<file path="src/pkg/rpm_core_cfg.svh">
//
// Purpose: named constants for the reset and power sequencer
// Assumes: included by the design files by bare name
// Notes: offsets, bit positions, counts and opcodes only
//
`ifndef RPM_CORE_CFG_SVH
`define RPM_CORE_CFG_SVH

// power control bit positions
`define RPM_PC_IDLE_BIT 0
`define RPM_PC_PDOWN_BIT 1

// reset qualification
`define RPM_RESET_MC 8'h02
`define RPM_OSC_PER_MC 8'h0C
`define RPM_PHASE_TICK 1'b1

// serial entry pattern length
`define RPM_ENTRY_BITS 10

// fixed program locations
`define RPM_VEC_RESET 11'h000
`define RPM_VEC_BASE 11'h003
`define RPM_VEC_SHIFT 3
`define RPM_CODE_BYTES 2048

// data space layout
`define RPM_RAM_TOP 8'h3F
`define RPM_SFR_BASE 8'h80

// opcodes with no effect on this part
`define RPM_OP_LONG_JUMP 8'h02
`define RPM_OP_LONG_CALL 8'h12
`define RPM_OP_XMOVE_RD_DP 8'hE0
`define RPM_OP_XMOVE_RD_R0 8'hE2
`define RPM_OP_XMOVE_RD_R1 8'hE3
`define RPM_OP_XMOVE_WR_DP 8'hF0
`define RPM_OP_XMOVE_WR_R0 8'hF2
`define RPM_OP_XMOVE_WR_R1 8'hF3

`endif

</file>
<file path="src/pkg/rpm_core_pkg.sv">
//
// Purpose: types shared by the reset and power sequencer
// Assumes: nothing
// Notes: widths follow the constants header
//
package rpm_core_pkg;

  // power mode of the core
  typedef enum logic [1:0] {
    RPM_RUN,
    RPM_IDLE,
    RPM_PDOWN
  } rpm_mode_t;

  // which blocks keep their clock
  typedef struct packed {
    logic cpu;
    logic timer0;
    logic i2c;
    logic irq;
    logic adc;
    logic pwm_cnt;
    logic osc;
  } rpm_run_en_t;

  // result of a data space and opcode lookup
  typedef struct packed {
    logic ram_sel;
    logic ram_void;
    logic sfr_sel;
    logic bit_ok;
    logic op_void;
  } rpm_decode_t;

  // port latch images
  typedef struct packed {
    logic [4:0] p0;
    logic [7:0] p1;
    logic [7:0] p3;
  } rpm_ports_t;

endpackage : rpm_core_pkg

</file>
<file path="src/hw/rpm_mem_decode.sv">
//
// Purpose: data space, bit address and opcode lookup
// Assumes: combinational, used by rpm_core_ctl
// Notes: the mask picks which SFR rows are bit addressable
//
`timescale 1ns/1ps
`include "rpm_core_cfg.svh"

module rpm_mem_decode #(
  parameter logic [15:0] BIT_ROW_MASK = 16'h01FF
) (
  // lookup request
  input wire logic [7:0] addr,
  input wire logic direct,
  input wire logic [7:0] opcode,
  // lookup result
  output rpm_core_pkg::rpm_decode_t dec
);
  import rpm_core_pkg::*;

  // ****************************************
  // space selection
  // ****************************************
  wire upper_half = (addr >= `RPM_SFR_BASE);
  wire row_start = (addr[2:0] == 3'h0);
  wire [3:0] row = addr[6:3];
  wire ext_move = (opcode == `RPM_OP_XMOVE_RD_DP) || (opcode == `RPM_OP_XMOVE_RD_R0) ||
                  (opcode == `RPM_OP_XMOVE_RD_R1) || (opcode == `RPM_OP_XMOVE_WR_DP) ||
                  (opcode == `RPM_OP_XMOVE_WR_R0) || (opcode == `RPM_OP_XMOVE_WR_R1);

  // lower half holds 64 real bytes, upper half is SFR only by direct access
  assign dec.ram_sel = !upper_half && (addr <= `RPM_RAM_TOP);
  assign dec.ram_void = !upper_half && (addr > `RPM_RAM_TOP);
  assign dec.sfr_sel = upper_half && direct;
  assign dec.bit_ok = upper_half && direct && row_start && BIT_ROW_MASK[row];
  assign dec.op_void = ext_move || (opcode == `RPM_OP_LONG_JUMP) ||
                       (opcode == `RPM_OP_LONG_CALL);

endmodule : rpm_mem_decode

</file>
<file path="src/hw/rpm_core_ctl.sv">
//
// Purpose: reset qualification, programming entry, idle and power-down control
// Assumes: sys_clk is the oscillator input, all inputs synchronous to it
// Notes: the core itself sits outside; this block steers its clocks and vectors
//
`timescale 1ns/1ps
`include "rpm_core_cfg.svh"

// Summary of operation
// - reset pin high two machine cycles resets
// - ten-bit LSB-first pattern enters programming state
// - oscillator input divided by two first
// - idle stops cpu, adc, pwm; others run
// - idle starts after requesting instruction completes
// - idle keeps cpu, ram and SFR values
// - enabled interrupt ends idle at its vector
// - reset during idle acts as power-on
// - power-down stops oscillator, keeps ram and pointer pair
// - only reset ends power-down
// - mode requests come from power control bits
// - pins keep latched data, pwm pin apart
// - external move and long ops do nothing
// - fixed reset and interrupt vector addresses
// - program space is 2048 internal bytes
// - 128-byte data space, 64 bytes present
// - SFRs at 80H-FFH, direct access only
// - no external memory or strobes
// - pointer pair forms 16-bit code offset
// - nine of twenty-one SFRs bit addressable
module rpm_core_ctl #(
  parameter logic [7:0] OSC_PER_MC = `RPM_OSC_PER_MC,
  parameter logic [`RPM_ENTRY_BITS-1:0] ENTRY_CODE = 10'h2A5,
  parameter logic [15:0] BIT_ROW_MASK = 16'h01FF
) (
  // clock and reset
  input wire logic sys_clk,
  input wire logic reset_n,
  // reset pin from the outside
  input wire logic rst_pin,
  // core handshake
  input wire logic instr_done,
  input wire logic power_control_wr,
  input wire logic [7:0] power_control_wdata,
  input wire logic irq_req,
  input wire logic [2:0] irq_src,
  input wire logic [7:0] opcode,
  input wire logic [7:0] data_addr,
  input wire logic data_direct,
  input wire logic [10:0] code_base,
  input wire logic [7:0] acc,
  // pointer pair writes
  input wire logic pointer_high_wr,
  input wire logic pointer_low_wr,
  input wire logic [7:0] pointer_wdata,
  // port latches and pwm
  input wire rpm_core_pkg::rpm_ports_t port_latch,
  input wire logic pwm_en,
  input wire logic pwm_level,
  // control out
  output logic core_reset,
  output logic prog_mode,
  output logic div_phase,
  output rpm_core_pkg::rpm_mode_t mode,
  output rpm_core_pkg::rpm_run_en_t run_en,
  output logic pc_load,
  output logic [10:0] pc_load_addr,
  output logic [15:0] data_pointer_pair,
  output logic [10:0] code_table_addr,
  output rpm_core_pkg::rpm_decode_t dec,
  output logic ext_strobe_n,
  // pins
  output rpm_core_pkg::rpm_ports_t port_out,
  output logic pwm_pin
);
  import rpm_core_pkg::*;

  // ****************************************
  // divide-by-two and reset qualification
  // ****************************************
  logic div_phase_q;
  logic [7:0] high_cnt_q;
  logic [7:0] high_cnt_d;
  logic core_reset_q;
  logic core_reset_d;
  wire [7:0] reset_len = 8'(`RPM_RESET_MC * OSC_PER_MC);
  wire reset_hit = rst_pin && (high_cnt_q == reset_len - 8'h01);
  wire phase_tick = (div_phase_q == `RPM_PHASE_TICK);

  // count oscillator edges with the pin high, saturating at the limit
  assign high_cnt_d = !rst_pin ? 8'h00 : (reset_hit ? high_cnt_q : high_cnt_q + 8'h01);
  // set on a qualified pin, clear only on a divided-clock tick with the pin low
  assign core_reset_d = reset_hit ? 1'b1 : ((!rst_pin && phase_tick) ? 1'b0 : core_reset_q);

  // flip-flops for the divider and reset
  always_ff @(posedge sys_clk)
  begin
    if (!reset_n)
    begin
      div_phase_q <= 1'b0;
      high_cnt_q <= 8'h00;
      core_reset_q <= 1'b1;
    end
    else
    begin
      div_phase_q <= !div_phase_q;
      high_cnt_q <= high_cnt_d;
      core_reset_q <= core_reset_d;
    end
  end

  // ****************************************
  // serial entry into the programming state
  // ****************************************
  logic [`RPM_ENTRY_BITS-1:0] entry_sr_q;
  logic [3:0] entry_cnt_q;
  logic prog_mode_q;
  wire reset_fall = core_reset_q && !core_reset_d;
  wire entry_full = (entry_cnt_q == 4'(`RPM_ENTRY_BITS));
  wire entry_match = entry_full && (entry_sr_q == ENTRY_CODE);

  // each oscillator edge strobes one bit, first bit lands at the bottom
  always_ff @(posedge sys_clk)
  begin
    if (!reset_n)
    begin
      entry_sr_q <= '0;
      entry_cnt_q <= 4'h0;
      prog_mode_q <= 1'b0;
    end
    else if (reset_fall)
    begin
      entry_sr_q <= '0;
      entry_cnt_q <= 4'h0;
    end
    else
    begin
      if (!entry_full && !core_reset_q)
      begin
        entry_sr_q <= {rst_pin, entry_sr_q[`RPM_ENTRY_BITS-1:1]};
        entry_cnt_q <= entry_cnt_q + 4'h1;
      end
      if (entry_match)
        prog_mode_q <= 1'b1;
    end
  end

  // ****************************************
  // power mode sequencing
  // ****************************************
  rpm_mode_t mode_q;
  rpm_mode_t mode_d;
  logic idle_pend_q;
  logic pd_pend_q;
  wire req_idle = power_control_wr && power_control_wdata[`RPM_PC_IDLE_BIT];
  wire req_pd = power_control_wr && power_control_wdata[`RPM_PC_PDOWN_BIT];

  // next mode; power-down wins over idle when both are asked
  always_comb
  begin
    mode_d = mode_q;
    case (mode_q)
      RPM_RUN:
      begin
        if (instr_done && pd_pend_q)
          mode_d = RPM_PDOWN;
        else if (instr_done && idle_pend_q)
          mode_d = RPM_IDLE;
      end
      RPM_IDLE:
      begin
        if (irq_req)
          mode_d = RPM_RUN;
      end
      RPM_PDOWN:
        mode_d = RPM_PDOWN;
      default:
        mode_d = RPM_RUN;
    endcase
    if (core_reset_q)
      mode_d = RPM_RUN;
  end

  // mode and pending requests
  always_ff @(posedge sys_clk)
  begin
    if (!reset_n)
    begin
      mode_q <= RPM_RUN;
      idle_pend_q <= 1'b0;
      pd_pend_q <= 1'b0;
    end
    else
    begin
      mode_q <= mode_d;
      idle_pend_q <= !core_reset_q && (req_idle || (idle_pend_q && !instr_done));
      pd_pend_q <= !core_reset_q && (req_pd || (pd_pend_q && !instr_done));
    end
  end

  // clock gating per mode
  rpm_run_en_t run_en_q;
  rpm_run_en_t run_en_d;
  assign run_en_d.cpu = (mode_d == RPM_RUN);
  assign run_en_d.timer0 = (mode_d != RPM_PDOWN);
  assign run_en_d.i2c = (mode_d != RPM_PDOWN);
  assign run_en_d.irq = (mode_d != RPM_PDOWN);
  assign run_en_d.adc = (mode_d == RPM_RUN);
  assign run_en_d.pwm_cnt = (mode_d == RPM_RUN);
  assign run_en_d.osc = (mode_d != RPM_PDOWN);

  // registered enables
  always_ff @(posedge sys_clk)
  begin
    if (!reset_n)
      run_en_q <= '{default: 1'b1};
    else
      run_en_q <= run_en_d;
  end

  // ****************************************
  // vectors
  // ****************************************
  logic pc_load_q;
  logic [10:0] pc_load_addr_q;
  wire irq_take = irq_req && (mode_q != RPM_PDOWN) && !core_reset_q;
  wire [10:0] irq_vec = `RPM_VEC_BASE + (11'(irq_src) << `RPM_VEC_SHIFT);

  // reset release loads 000, a taken interrupt loads its vector
  always_ff @(posedge sys_clk)
  begin
    if (!reset_n)
    begin
      pc_load_q <= 1'b0;
      pc_load_addr_q <= `RPM_VEC_RESET;
    end
    else
    begin
      pc_load_q <= reset_fall || irq_take;
      if (reset_fall)
        pc_load_addr_q <= `RPM_VEC_RESET;
      else if (irq_take)
        pc_load_addr_q <= irq_vec;
    end
  end

  // ****************************************
  // pointer pair and code table address
  // ****************************************
  logic [7:0] ptr_hi_q;
  logic [7:0] ptr_lo_q;
  logic [10:0] code_table_addr_q;
  wire ptr_wr_ok = (mode_q == RPM_RUN) && !core_reset_q;
  wire [15:0] table_sum = {ptr_hi_q, ptr_lo_q} + {8'h00, acc};

  // bytes are written one at a time, read together as a table offset
  always_ff @(posedge sys_clk)
  begin
    if (!reset_n)
    begin
      ptr_hi_q <= 8'h00;
      ptr_lo_q <= 8'h00;
      code_table_addr_q <= 11'h000;
    end
    else
    begin
      if (ptr_wr_ok && pointer_high_wr)
        ptr_hi_q <= pointer_wdata;
      if (ptr_wr_ok && pointer_low_wr)
        ptr_lo_q <= pointer_wdata;
      code_table_addr_q <= table_sum[10:0];
    end
  end

  // ****************************************
  // pins and memory decode
  // ****************************************
  rpm_ports_t port_q;
  logic pwm_pin_q;
  wire low_power = (mode_q != RPM_RUN);

  // latched data always reaches the pins, pwm pin high while asleep
  always_ff @(posedge sys_clk)
  begin
    if (!reset_n)
    begin
      port_q <= '{default: '1};
      pwm_pin_q <= 1'b1;
    end
    else
    begin
      port_q <= port_latch;
      pwm_pin_q <= low_power ? 1'b1 : (pwm_en ? pwm_level : port_latch.p0[4]);
    end
  end

  rpm_mem_decode #(
    .BIT_ROW_MASK(BIT_ROW_MASK)
  ) u_decode (
    .addr(data_addr),
    .direct(data_direct),
    .opcode(opcode),
    .dec(dec)
  );

  // ****************************************
  // outputs
  // ****************************************
  assign core_reset = core_reset_q;
  assign prog_mode = prog_mode_q;
  assign div_phase = div_phase_q;
  assign mode = mode_q;
  assign run_en = run_en_q;
  assign pc_load = pc_load_q;
  assign pc_load_addr = pc_load_addr_q;
  assign data_pointer_pair = {ptr_hi_q, ptr_lo_q};
  assign code_table_addr = code_table_addr_q;
  assign ext_strobe_n = 1'b1;
  assign port_out = port_q;
  assign pwm_pin = pwm_pin_q;
endmodule : rpm_core_ctl

</file>
<file path="config.mk">
export PLATFORM = sky130hd
export DESIGN_NAME = rpm_core_ctl
export DESIGN_NICKNAME = d
export VERILOG_FILES = /design/src/pkg/rpm_core_pkg.sv /design/src/hw/rpm_mem_decode.sv /design/src/hw/rpm_core_ctl.sv
export VERILOG_INCLUDE_DIRS = /design/src /design/src/pkg
export SDC_FILE = /design/constraint.sdc
export NUM_CORES = 1
export LEC_CHECK = 0
export BUFFER_PORTS_ARGS = -buffer_cell sky130_fd_sc_hd__buf_2
export CAP_MARGIN = 40
export CORE_MARGIN = 8
export CORE_UTILIZATION = 31
export DETAILED_ROUTE_END_ITERATION = 12
export HOLD_SLACK_MARGIN = 0.12
export SLEW_MARGIN = 20
export SYNTH_ARGS = -nofsm -noshare
export SYNTH_HDL_FRONTEND = slang
export SYNTH_SLANG_ARGS = --single-unit
</file>
<file path="constraint.sdc">
create_clock -name sys_clk -period 2.45 [get_ports sys_clk]
set_input_delay 0 -clock sys_clk [delete_from_list [all_inputs] [get_ports sys_clk]]
set_output_delay 0 -clock sys_clk [all_outputs]
set_load 0.01 [all_outputs]
</file>
==> impl_metrics.env, run 1 <==
export IMPL_drive_gt1_frac=0.282
export IMPL_fin_worst_skew_ns=0.00815
export IMPL_finalCritPeriodShare=0.828
export IMPL_maxCapViolCount=0
export IMPL_clock_path_buffers=2
export IMPL_dr_pass1_iters=4
export IMPL_grt_overflow=0
export IMPL_grt_pass1_wl_mm=15.5
export IMPL_maxSlewHeadroom=0.635
export IMPL_syn_to_final_growth_pct=44.5
export IMPL_final_nets=665
export IMPL_synth_area_um2=3460
export IMPL_routed_wl_mm=9.68
export IMPL_clock_latency_ns=0.36
export IMPL_ys_ff_latch=85
export IMPL_io_pins=165
export IMPL_die_x_um=122
export IMPL_synth_compound_area_frac=0.135
export IMPL_fin_tns_setup_ns=0
export IMPL_dp_cells=638
export IMPL_setup_viol=0
export IMPL_core_um2=10900
export IMPL_grt_pass1_vias=3271
export IMPL_path_cells="buf_4, nor3_2, and2_1, nand2_1, a21boi_1, dlygate4sd3_1"
export IMPL_cts_resized=0
export IMPL_syn_avg_cell_area_um2=9.15
export IMPL_cts_max_level=3
export IMPL_rsz0062_at_grt="no"
export IMPL_path_class="register to register"
export IMPL_multi_input_comb_area_um2=1580
export IMPL_antenna_found_initial=0
export IMPL_cts_tree="done"
export IMPL_grt_start_max_net_pins=55
export IMPL_final_antenna_net_count=0
export IMPL_yosys_area_share_xor_xnor=0.0278
export IMPL_max_freq_mhz=493
export IMPL_critPathMaxFanout=19
export IMPL_rows=38
export IMPL_status="finished clean"
export IMPL_synthMuxAreaShare=0.0231
export IMPL_synth_simple_gate_area_frac=0.217
export IMPL_synth_flop_cell="dfxtp_1"
export IMPL_drt_iter0_markers=139
export IMPL_cts_made_buffers=9
export IMPL_synth_edf_count=0
export IMPL_cp_slowest_stage_delay_ns=0.57
export IMPL_endpoint_kind="register"
export IMPL_ys_seq_area_frac=0.492
export IMPL_drcViolationCount=0
export IMPL_vias_per_cell=4.52
export IMPL_die_area_um2=14800
export IMPL_pre_cts_ws_ns=0.598
export IMPL_portBuffers=139
export IMPL_ys_types=45
export IMPL_total_power_mw=2.81
export IMPL_hold_path_class="input port to register"
export IMPL_cts_sinks=85
export IMPL_wl_per_cell_um=13.6
export IMPL_die_h_um=122
export IMPL_tightest_slew_ns=0.546
export IMPL_gp_congestion=0.770
export IMPL_vdd_drop_max_v=0.000349
export IMPL_grt_usage=0.131
export IMPL_crit_arrival_ns=2.33
export IMPL_clockRootBuffer="clkbuf_8"
export IMPL_hold_viol_final=0
export IMPL_ys_warnings_count=0
export IMPL_period_needed_ns=2.03
export IMPL_initial_core_util=0.318
export IMPL_fin_ws_ns=0.421
export IMPL_path_clk_slew_ns=0.08
export IMPL_slew_violations=0
export IMPL_register_area_um2=1700
export IMPL_cp_slowest_cell="dlygate4sd3_1"
export IMPL_hpwlAfterDp_mm=6.67
export IMPL_final_cells=712
export IMPL_async_flop_share=0
export IMPL_synth_top_family_by_area="simple AND/OR/NAND/NOR gates"
export IMPL_route_vias_total=3216
export IMPL_netlist_instances=378
export IMPL_p_per_area_nw_per_um2=563
export IMPL_critPathLaunchType="register"
export IMPL_yosys_area_share_adder=0.0456
export IMPL_nFillCells=1029
export IMPL_critPathRequiredTime_ns=2.75
export IMPL_leakage_nw=2.21
-- worst max-delay path: cells and delay by family, from the launching register on --
kind	cells	cell delay, ns
compound gates	1	0.14
flops	1	0.32
simple gates	3	0.74
buf+inv	2	0.76
-- per-stage QoR --
stage | cell area (um^2) | utilization | hold slack, ns
2_1_floorplan | 3480 | - | 0.0429
3_3_place_gp | 4220 | 0.387 | 0.180
3_5_place_dp | 4220 | 0.387 | 0.183
4_1_cts | 5000 | 0.459 | 0.162
5_1_grt | 5000 | 0.459 | 0.201
6_report | 5000 | 0.459 | 0.188
-- Yosys cell counts, types with 2 or more instances --
cell type  instances  area (um^2)
or4_1              2         15.0
a21o_1             5         37.5
conb_1             2         7.51
buf_4             13         97.6
or3_1              2         12.5
buf_2              6         30.0
nand2_1           58          218
xnor2_1            6         52.6
mux2i_1            8         80.1
a21boi_0          14          105
o211ai_1           2         15.0
nand2b_1          26          163
nand3_1            9         45.0
o21ai_0           14         70.1
nor3_1             5         25.0
a31oi_1            3         18.8
a21oi_1           20          100
clkbuf_1           9         33.8
nand4_1            2         12.5
and2_1            10         62.6
nor2b_1            2         12.5
a22oi_1            4         30.0
nor2_1            22         82.6
nor4bb_1           2         20.0
nand4b_1           2         17.5
and3_1             2         12.5
a21boi_1           3         22.5
dfxtp_1           85         1700
ha_1              11          138
xor2_1             5         43.8
inv_1             10         37.5
-- state kept, by name (all words and copies together), names as in the netlist --
name,flops
code_table_addr,11
core_reset,1
div_phase,1
entry_cnt_q,4
entry_sr_q,10
high_cnt_q,8
idle_pend_q,1
mode,2
pc_load,1
pc_load_addr,4
pd_pend_q,1
port_out,21
prog_mode,1
ptr_hi_q,8
ptr_lo_q,8
pwm_pin,1
run_en,2
-- layout make-up --
type,count,share of cell area
antenna,1,0.000501
clock buffer,11,0.0303
clock inverter,4,0.00951
inverter,10,0.00751
multi-input combinational,260,0.316
sequential,85,0.340
tap,140,0.0350
timing repair buffer,201,0.261
-- report_power, final --
part,switching [mW],internal (mW)
Sequential,0.0224,1.43
Combinational,0.172,0.191
Clock,0.482,0.518
-- kinds of logic after synthesis --
group / after synthesis
adders and majority gates: 12
and+or+nand+nor: 150
xor gates and xnor gates: 11
other: 2
buffers and inverters: 38
DFF: 85
AOI/OAI and AO/OA: 72
muxes: 8
-- routing by layer --
| metal | vias to the layer above | track usage | wire [um] |
|---|---|---|---|
| met5 | - | 0 | 0 |
| met4 | 0 | 0.0810 | 313 |
| met3 | 23 | 0.0421 | 730 |
| met2 | 107 | 0.221 | 4750 |
| met1 | 1458 | 0.142 | 3880 |
| li1 | 1628 | - | - |
-- what timing repair did --
action,4_1_cts,5_1_grt
endpoints found under the hold margin,64,0
hold buffers,58,0
setup buffers,0,0
-- path summary, 6_finish.rpt --
kind | startpoint | end | slack (ns) | cells after the start
worst max-delay path | core_reset | ptr_hi_q[7] | 0.42 | 6
worst min register to register | ptr_hi_q[6] | ptr_hi_q[6] | 0.47 | 2
worst max register to register | core_reset | ptr_hi_q[7] | 0.42 | 6
worst min-delay path | acc[2] | code_table_addr[2] | 0.19 | 4
-- cells in the final DEF (no fill, tap or decap), types with 2 or more instances in the layout --
cell,count
nor3_1,5
nand4_1,2
or3_1,2
a21oi_1,20
nand4b_1,2
and3_1,2
nand2_1,58
a22oi_1,4
and2_1,10
inv_1,10
dfxtp_1,85
dlygate4sd3_1,58
o211ai_1,2
buf_2,139
clkinv_2,2
a21boi_0,14
nor4bb_1,2
nor2b_1,2
mux2i_1,8
a21o_1,5
a21boi_1,3
or4_1,2
ha_1,11
xnor2_1,6
conb_1,7
a31oi_1,3
clkbuf_8,11
nor2_1,22
xor2_1,5
buf_4,4
nand2b_1,26
o21ai_0,14
nand3_1,9
(Power assumes the default switching activity.)
==> run 2: changes to the inputs <==
==> constraint.sdc (replaced) <==
create_clock -name sys_clk -period 1.9 [get_ports sys_clk]
set_input_delay 0 -clock sys_clk [delete_from_list [all_inputs] [get_ports sys_clk]]
set_output_delay 0 -clock sys_clk [all_outputs]
set_load 0.01 [all_outputs]
==> run 2 against run 1 <==
Worst setup slack worse by 0.34 ns. Highest routed layer unchanged. Register-to-register slack worse by 0.34 ns. Largest power group unchanged. First-iteration DRC count down 10%. Sequential cell count unchanged. Critical path depth unchanged. Power up 37%. Sequential power up 30%. Global-route usage down 0.29 points. Die area unchanged. Hold slack worse by 0.0022 ns. Clock skew up 0.0017 ns.
==> impl_metrics.env, run 2 (synthesis gave the netlist of run 1 again) <==
export IMPL_final_cell_mix="139 x buf_2, 85 x dfxtp_1, 60 x dlygate4sd3_1, 58 x nand2_1, 26 x nand2b_1"
export IMPL_clock_latency_ns=0.36
export IMPL_vias_per_cell=4.45
export IMPL_drt_iter0_markers=125
export IMPL_dr_pass1_iters=4
export IMPL_rsz0062_at_grt="yes"
export IMPL_cts_sinks=85
export IMPL_clock_path_buffers=2
export IMPL_wl_per_cell_um=13.5
export IMPL_min_to="code_table_addr[2]"
export IMPL_critPathMaxFanout=3
export IMPL_path_cells="ha_1, fa_1, a21o_1, a221oi_4, xnor2_1, and2_1"
export IMPL_wl_met3_um=701
export IMPL_register_area_um2=1700
export IMPL_slew_violations=0
export IMPL_hold_depth=4
export IMPL_grt_start_max_net_pins=43
export IMPL_largest_reg_flops=21
export IMPL_path_clk_slew_ns=0.08
export IMPL_endpoint_kind="register"
export IMPL_max_freq_mhz=550
export IMPL_whs_ns=0.185
export IMPL_antenna_found_initial=0
export IMPL_rrSetupSlack_ns=0.08
export IMPL_finalCritPeriodShare=0.956
export IMPL_period_needed_ns=1.82
export IMPL_fin_tns_setup_ns=0
export IMPL_core_um2=10900
export IMPL_grt_usage=0.129
export IMPL_critPathRequiredTime_ns=2.16
export IMPL_multi_input_comb_area_um2=1600
export IMPL_gp_congestion=0.772
export IMPL_maxCapViolCount=0
export IMPL_cp_slowest_cell="fa_1"
export IMPL_io_pins=165
export IMPL_path_class="register to register"
export IMPL_maxSlewHeadroom=0.661
export IMPL_routed_wl_mm=9.63
export IMPL_cp_slowest_stage_delay_ns=0.41
export IMPL_cts_max_level=3
export IMPL_cts_made_buffers=9
export IMPL_min_delay_start="acc[2]"
export IMPL_portBuffers=139
export IMPL_status="finished clean"
export IMPL_wl_met1_mm=4.02
export IMPL_met2_length_mm=4.69
export IMPL_grt_pass1_wl_mm=15.2
export IMPL_rows=38
export IMPL_antenna_cells=0
export IMPL_cp_buffers_inverters=0
export IMPL_final_antenna_net_count=0
export IMPL_pre_cts_ws_ns=0.0702
export IMPL_reg2reg_to="code_table_addr[6]"
export IMPL_worst_r2r_cell_count=6
export IMPL_cts_tree="done"
export IMPL_initial_core_util=0.318
export IMPL_clockRootBuffer="clkbuf_8"
export IMPL_r2r_start="ptr_lo_q[0]"
export IMPL_top_layer_used="met4"
export IMPL_die_area_um2=14800
export IMPL_swShare=0.230
export IMPL_finish_utilization=0.468
export IMPL_die_x_um=122
export IMPL_route_vias_total=3180
export IMPL_crit_family="adder cells"
export IMPL_drcViolationCount=0
export IMPL_tightest_slew_ns=0.507
export IMPL_vdd_drop_max_v=0.000425
export IMPL_clockPowerShare=0.388
export IMPL_syn_to_final_growth_pct=47.2
export IMPL_die_h_um=122
export IMPL_crit_arrival_ns=2.08
export IMPL_hold_viol_final=0
export IMPL_hpwlAfterDp_mm=6.63
export IMPL_nFillCells=1036
export IMPL_final_nets=669
export IMPL_grt_overflow=0
export IMPL_layout_commonest_cell="buf_2"
export IMPL_grt_pass1_vias=3189
export IMPL_fin_worst_skew_ns=0.00985
export IMPL_fin_ws_ns=0.0827
export IMPL_hold_path_class="input port to register"
export IMPL_p_seq_frac=0.487
export IMPL_p_int_mw=2.97
export IMPL_p_per_area_nw_per_um2=757
export IMPL_drive_gt1_frac=0.282
export IMPL_leakage_nw=2.22
export IMPL_critPathLaunchType="register"
export IMPL_switching_power_uw=886
export IMPL_setup_viol=0
export IMPL_p_comb_frac=0.125
-- run 2: cell count changes in the layout (fill, tap and decap cells not counted) --
cell / previous run / this run
buf_12: 0 / 1
clkinv_2: 2 / 0
clkbuf_1: 0 / 2
nor4bb_2: 0 / 1
diode_2: 1 / 0
dlygate4sd3_1: 58 / 60
buf_4: 4 / 5
a221oi_4: 0 / 1
bufinv_16: 1 / 3
nor4bb_1: 2 / 1
clkbuf_8: 11 / 9
a221oi_2: 1 / 0
-- run 2: worst reg2reg max path: cells and delay by family, from the launching register on --
| kind | cells | cell delay [ns] |
|---|---|---|
| AOI/OAI and AO/OA | 2 | 0.53 |
| xor gates and xnor gates | 1 | 0.10 |
| and+or+nand+nor | 1 | 0.15 |
| DFF | 1 | 0.33 |
| adders and majority gates | 2 | 0.62 |
-- run 2: layer usage --
layer / vias up / track usage
li1: 1630 / -
met1: 1442 / 0.146
met5: - / 0
met2: 90 / 0.214
met4: 0 / 0.0686
met3: 18 / 0.0393
-- run 2: worst max-delay path by stage --
| stage | to | from | slack (ns) | cells past startpoint |
|---|---|---|---|---|
| floorplan | code_table_addr[6] | ptr_lo_q[0] | 0.14 | 6 |
| global placement | code_table_addr[6] | ptr_lo_q[0] | 0.09 | 6 |
| detailed placement | code_table_addr[6] | ptr_lo_q[0] | 0.07 | 6 |
| CTS | code_table_addr[6] | ptr_lo_q[0] | 0.06 | 6 |
| global route | code_table_addr[6] | ptr_lo_q[0] | -0.01 | 6 |
| finish | code_table_addr[6] | ptr_lo_q[0] | 0.08 | 6 |
-- run 2: what timing repair did --
item,4_1_cts,5_1_grt
hold endpoints to repair,64,0
endpoints found under the setup margin,0,3
gates resized for setup,0,2
hold buffers,60,0
buffers inserted,0,0
-- run 2: power groups by stage --
| stage | Sequential (mW) | Combinational, mW | Clock (mW) |
|---|---|---|---|
| floorplan | 1.94 | 0.185 | 0 |
| global placement | 1.92 | 0.377 | 0 |
| detailed placement | 1.92 | 0.381 | 0 |
| CTS | 1.88 | 0.476 | 1.56 |
| global route | 1.89 | 0.532 | 1.64 |
| finish | 1.88 | 0.482 | 1.50 |
-- run 2: cell type report --
type	count	share of cell area
flip-flops and latches	85	0.334
multi-input cells	260	0.313
repair buffers	205	0.266
well taps	140	0.0344
clock buffers	11	0.0258
clock inverters	4	0.0192
inverters	10	0.00737
-- run 2: stage by stage --
step	area [um^2]	power, mW	std cells
floorplan	3480	2.13	383
global placement	4250	2.29	640
detailed placement	4250	2.30	640
CTS	5070	3.92	715
global route	5090	4.06	715
finish	5090	3.86	715
==> run 3: changes to the inputs <==
==> constraint.sdc (replaced) <==
create_clock -name sys_clk -period 2 [get_ports sys_clk]
set_input_delay 0 -clock sys_clk [delete_from_list [all_inputs] [get_ports sys_clk]]
set_output_delay 0 -clock sys_clk [all_outputs]
set_load 0.01 [all_outputs]
==> run 3 against run 2 <==
Utilization fell by 0.66 points. Clock skew barely moved. Non-clock buffer count fell by 5. Sequential power fell by 5%. Global-route usage rose by 0.083 points. Critical path type unchanged.
==> impl_metrics.env, run 3 (synthesis gave the netlist of run 1 again) <==
export IMPL_status="finished clean"
export IMPL_drcViolationCount=0
export IMPL_final_antenna_net_count=0
export IMPL_clock_latency_ns=0.36
export IMPL_hold_path_class="input port to register"
export IMPL_maxCapViolCount=0
export IMPL_fin_ws_ns=0.119
export IMPL_gp_congestion=0.785
export IMPL_fin_tns_setup_ns=0
export IMPL_vdd_drop_max_v=0.000519
export IMPL_final_nets=664
export IMPL_hpwlAfterDp_mm=6.76
export IMPL_critPathLaunchType="register"
export IMPL_grt_pass1_wl_mm=15.3
export IMPL_hold_viol_final=0
export IMPL_drt_iter0_markers=152
export IMPL_portBuffers=139
export IMPL_nFillCells=1041
export IMPL_pre_cts_ws_ns=0.136
export IMPL_io_pins=165
export IMPL_dp_cells=639
export IMPL_rows=38
export IMPL_leakage_nw=2.21
export IMPL_grt_start_max_net_pins=55
export IMPL_rsz0062_at_grt="no"
export IMPL_clock_path_buffers=2
export IMPL_grt_overflow=0
export IMPL_maxSlewHeadroom=0.665
export IMPL_largest_reg_flops=21
export IMPL_initial_core_util=0.318
export IMPL_period_needed_ns=1.88
export IMPL_slew_violations=0
export IMPL_drive_gt1_frac=0.289
export IMPL_final_cells=713
export IMPL_worst_r2r_cell_count=6
export IMPL_antenna_found_initial=0
export IMPL_critPathMaxFanout=3
export IMPL_max_freq_mhz=532
export IMPL_total_power_mw=3.57
export IMPL_path_class="register to register"
export IMPL_vias_per_cell=4.51
export IMPL_path_clk_slew_ns=0.08
export IMPL_crit_arrival_ns=2.14
export IMPL_final_cell_mix="139 x buf_2, 84 x dfxtp_1, 58 x nand2_1, 56 x dlygate4sd3_1, 26 x nand2b_1"
export IMPL_cts_setup_buffers=0
export IMPL_grt_pass1_vias=3236
export IMPL_fin_area_um2=5020
export IMPL_die_x_um=122
export IMPL_die_h_um=122
export IMPL_syn_to_final_growth_pct=45.1
export IMPL_cts_tree="done"
export IMPL_fin_worst_skew_ns=0.00966
export IMPL_cts_made_buffers=9
export IMPL_cts_sinks=85
export IMPL_grt_usage=0.129
export IMPL_hold_depth=4
export IMPL_clockRootBuffer="clkbuf_8"
export IMPL_core_um2=10900
export IMPL_endpoint_kind="register"
export IMPL_die_area_um2=14800
export IMPL_placed_area_um2=4230
export IMPL_setup_viol=0
export IMPL_dr_pass1_iters=6
export IMPL_layout_commonest_cell="buf_2"
export IMPL_routed_wl_mm=9.69
export IMPL_tightest_slew_ns=0.496
export IMPL_p_per_area_nw_per_um2=711
export IMPL_finalCritPeriodShare=0.940
export IMPL_route_vias_total=3214
export IMPL_wl_per_cell_um=13.6
export IMPL_critPathRequiredTime_ns=2.26
export IMPL_cts_max_level=3
run 3: layer usage:
metal	global-route usage	wire length, um	up-vias	part of all wire
li1	-	-	1623	-
met1	0.137	3880	1453	0.40
met2	0.217	4740	111	0.49
met3	0.0449	762	27	0.079
met4	0.0810	314	0	0.032
met5	0	0	-	0
run 3: worst paths after layout:
| kind | start | to | slack, ns |
|---|---|---|---|
| min | acc[2] | code_table_addr[2] | 0.18 |
| max reg2reg | ptr_lo_q[0] | code_table_addr[6] | 0.12 |
| min reg2reg | ptr_hi_q[5] | ptr_hi_q[5] | 0.46 |
| max | ptr_lo_q[0] | code_table_addr[6] | 0.12 |
run 3: area by class of cell:
cell class | count | area [um^2] | area share
clock inverters | 6 | 83.8 | 0.0167
clock buffers | 10 | 138 | 0.0274
well taps | 140 | 175 | 0.0349
inverters | 10 | 37.5 | 0.00748
repair buffers | 200 | 1290 | 0.258
flip-flops and latches | 85 | 1700 | 0.339
multi-input cells | 260 | 1590 | 0.316
diodes | 2 | 5.00 | 0.000997
run 3: repair_timing:
item                                   CTS  global route
resized for setup                        0             3
endpoints found under the hold margin   64             0
setup endpoints to repair                0             6
hold buffers                            56             0
run 3: worst max-delay path, stage by stage (launching register included):
cell and delay (ns):
dfxtp_1 0.33, ha_1 0.22, fa_1 0.42, a21o_1 0.22, a221oi_2 0.33, xnor2_1 0.10
and2_1 0.15
run 3: metrics by stage:
stage / utilization / hold slack, ns
finish: 0.461 / 0.181
global route: 0.461 / 0.199
CTS: 0.460 / 0.153
detailed placement: 0.388 / 0.183
global placement: 0.388 / 0.180
floorplan: - / 0.0429
run 3: report_power, final:
part / internal [mW] / switching (mW) / total [mW]
Combinational: 0.231 / 0.209 / 0.441
Sequential: 1.75 / 0.0311 / 1.78
Clock: 0.735 / 0.609 / 1.34
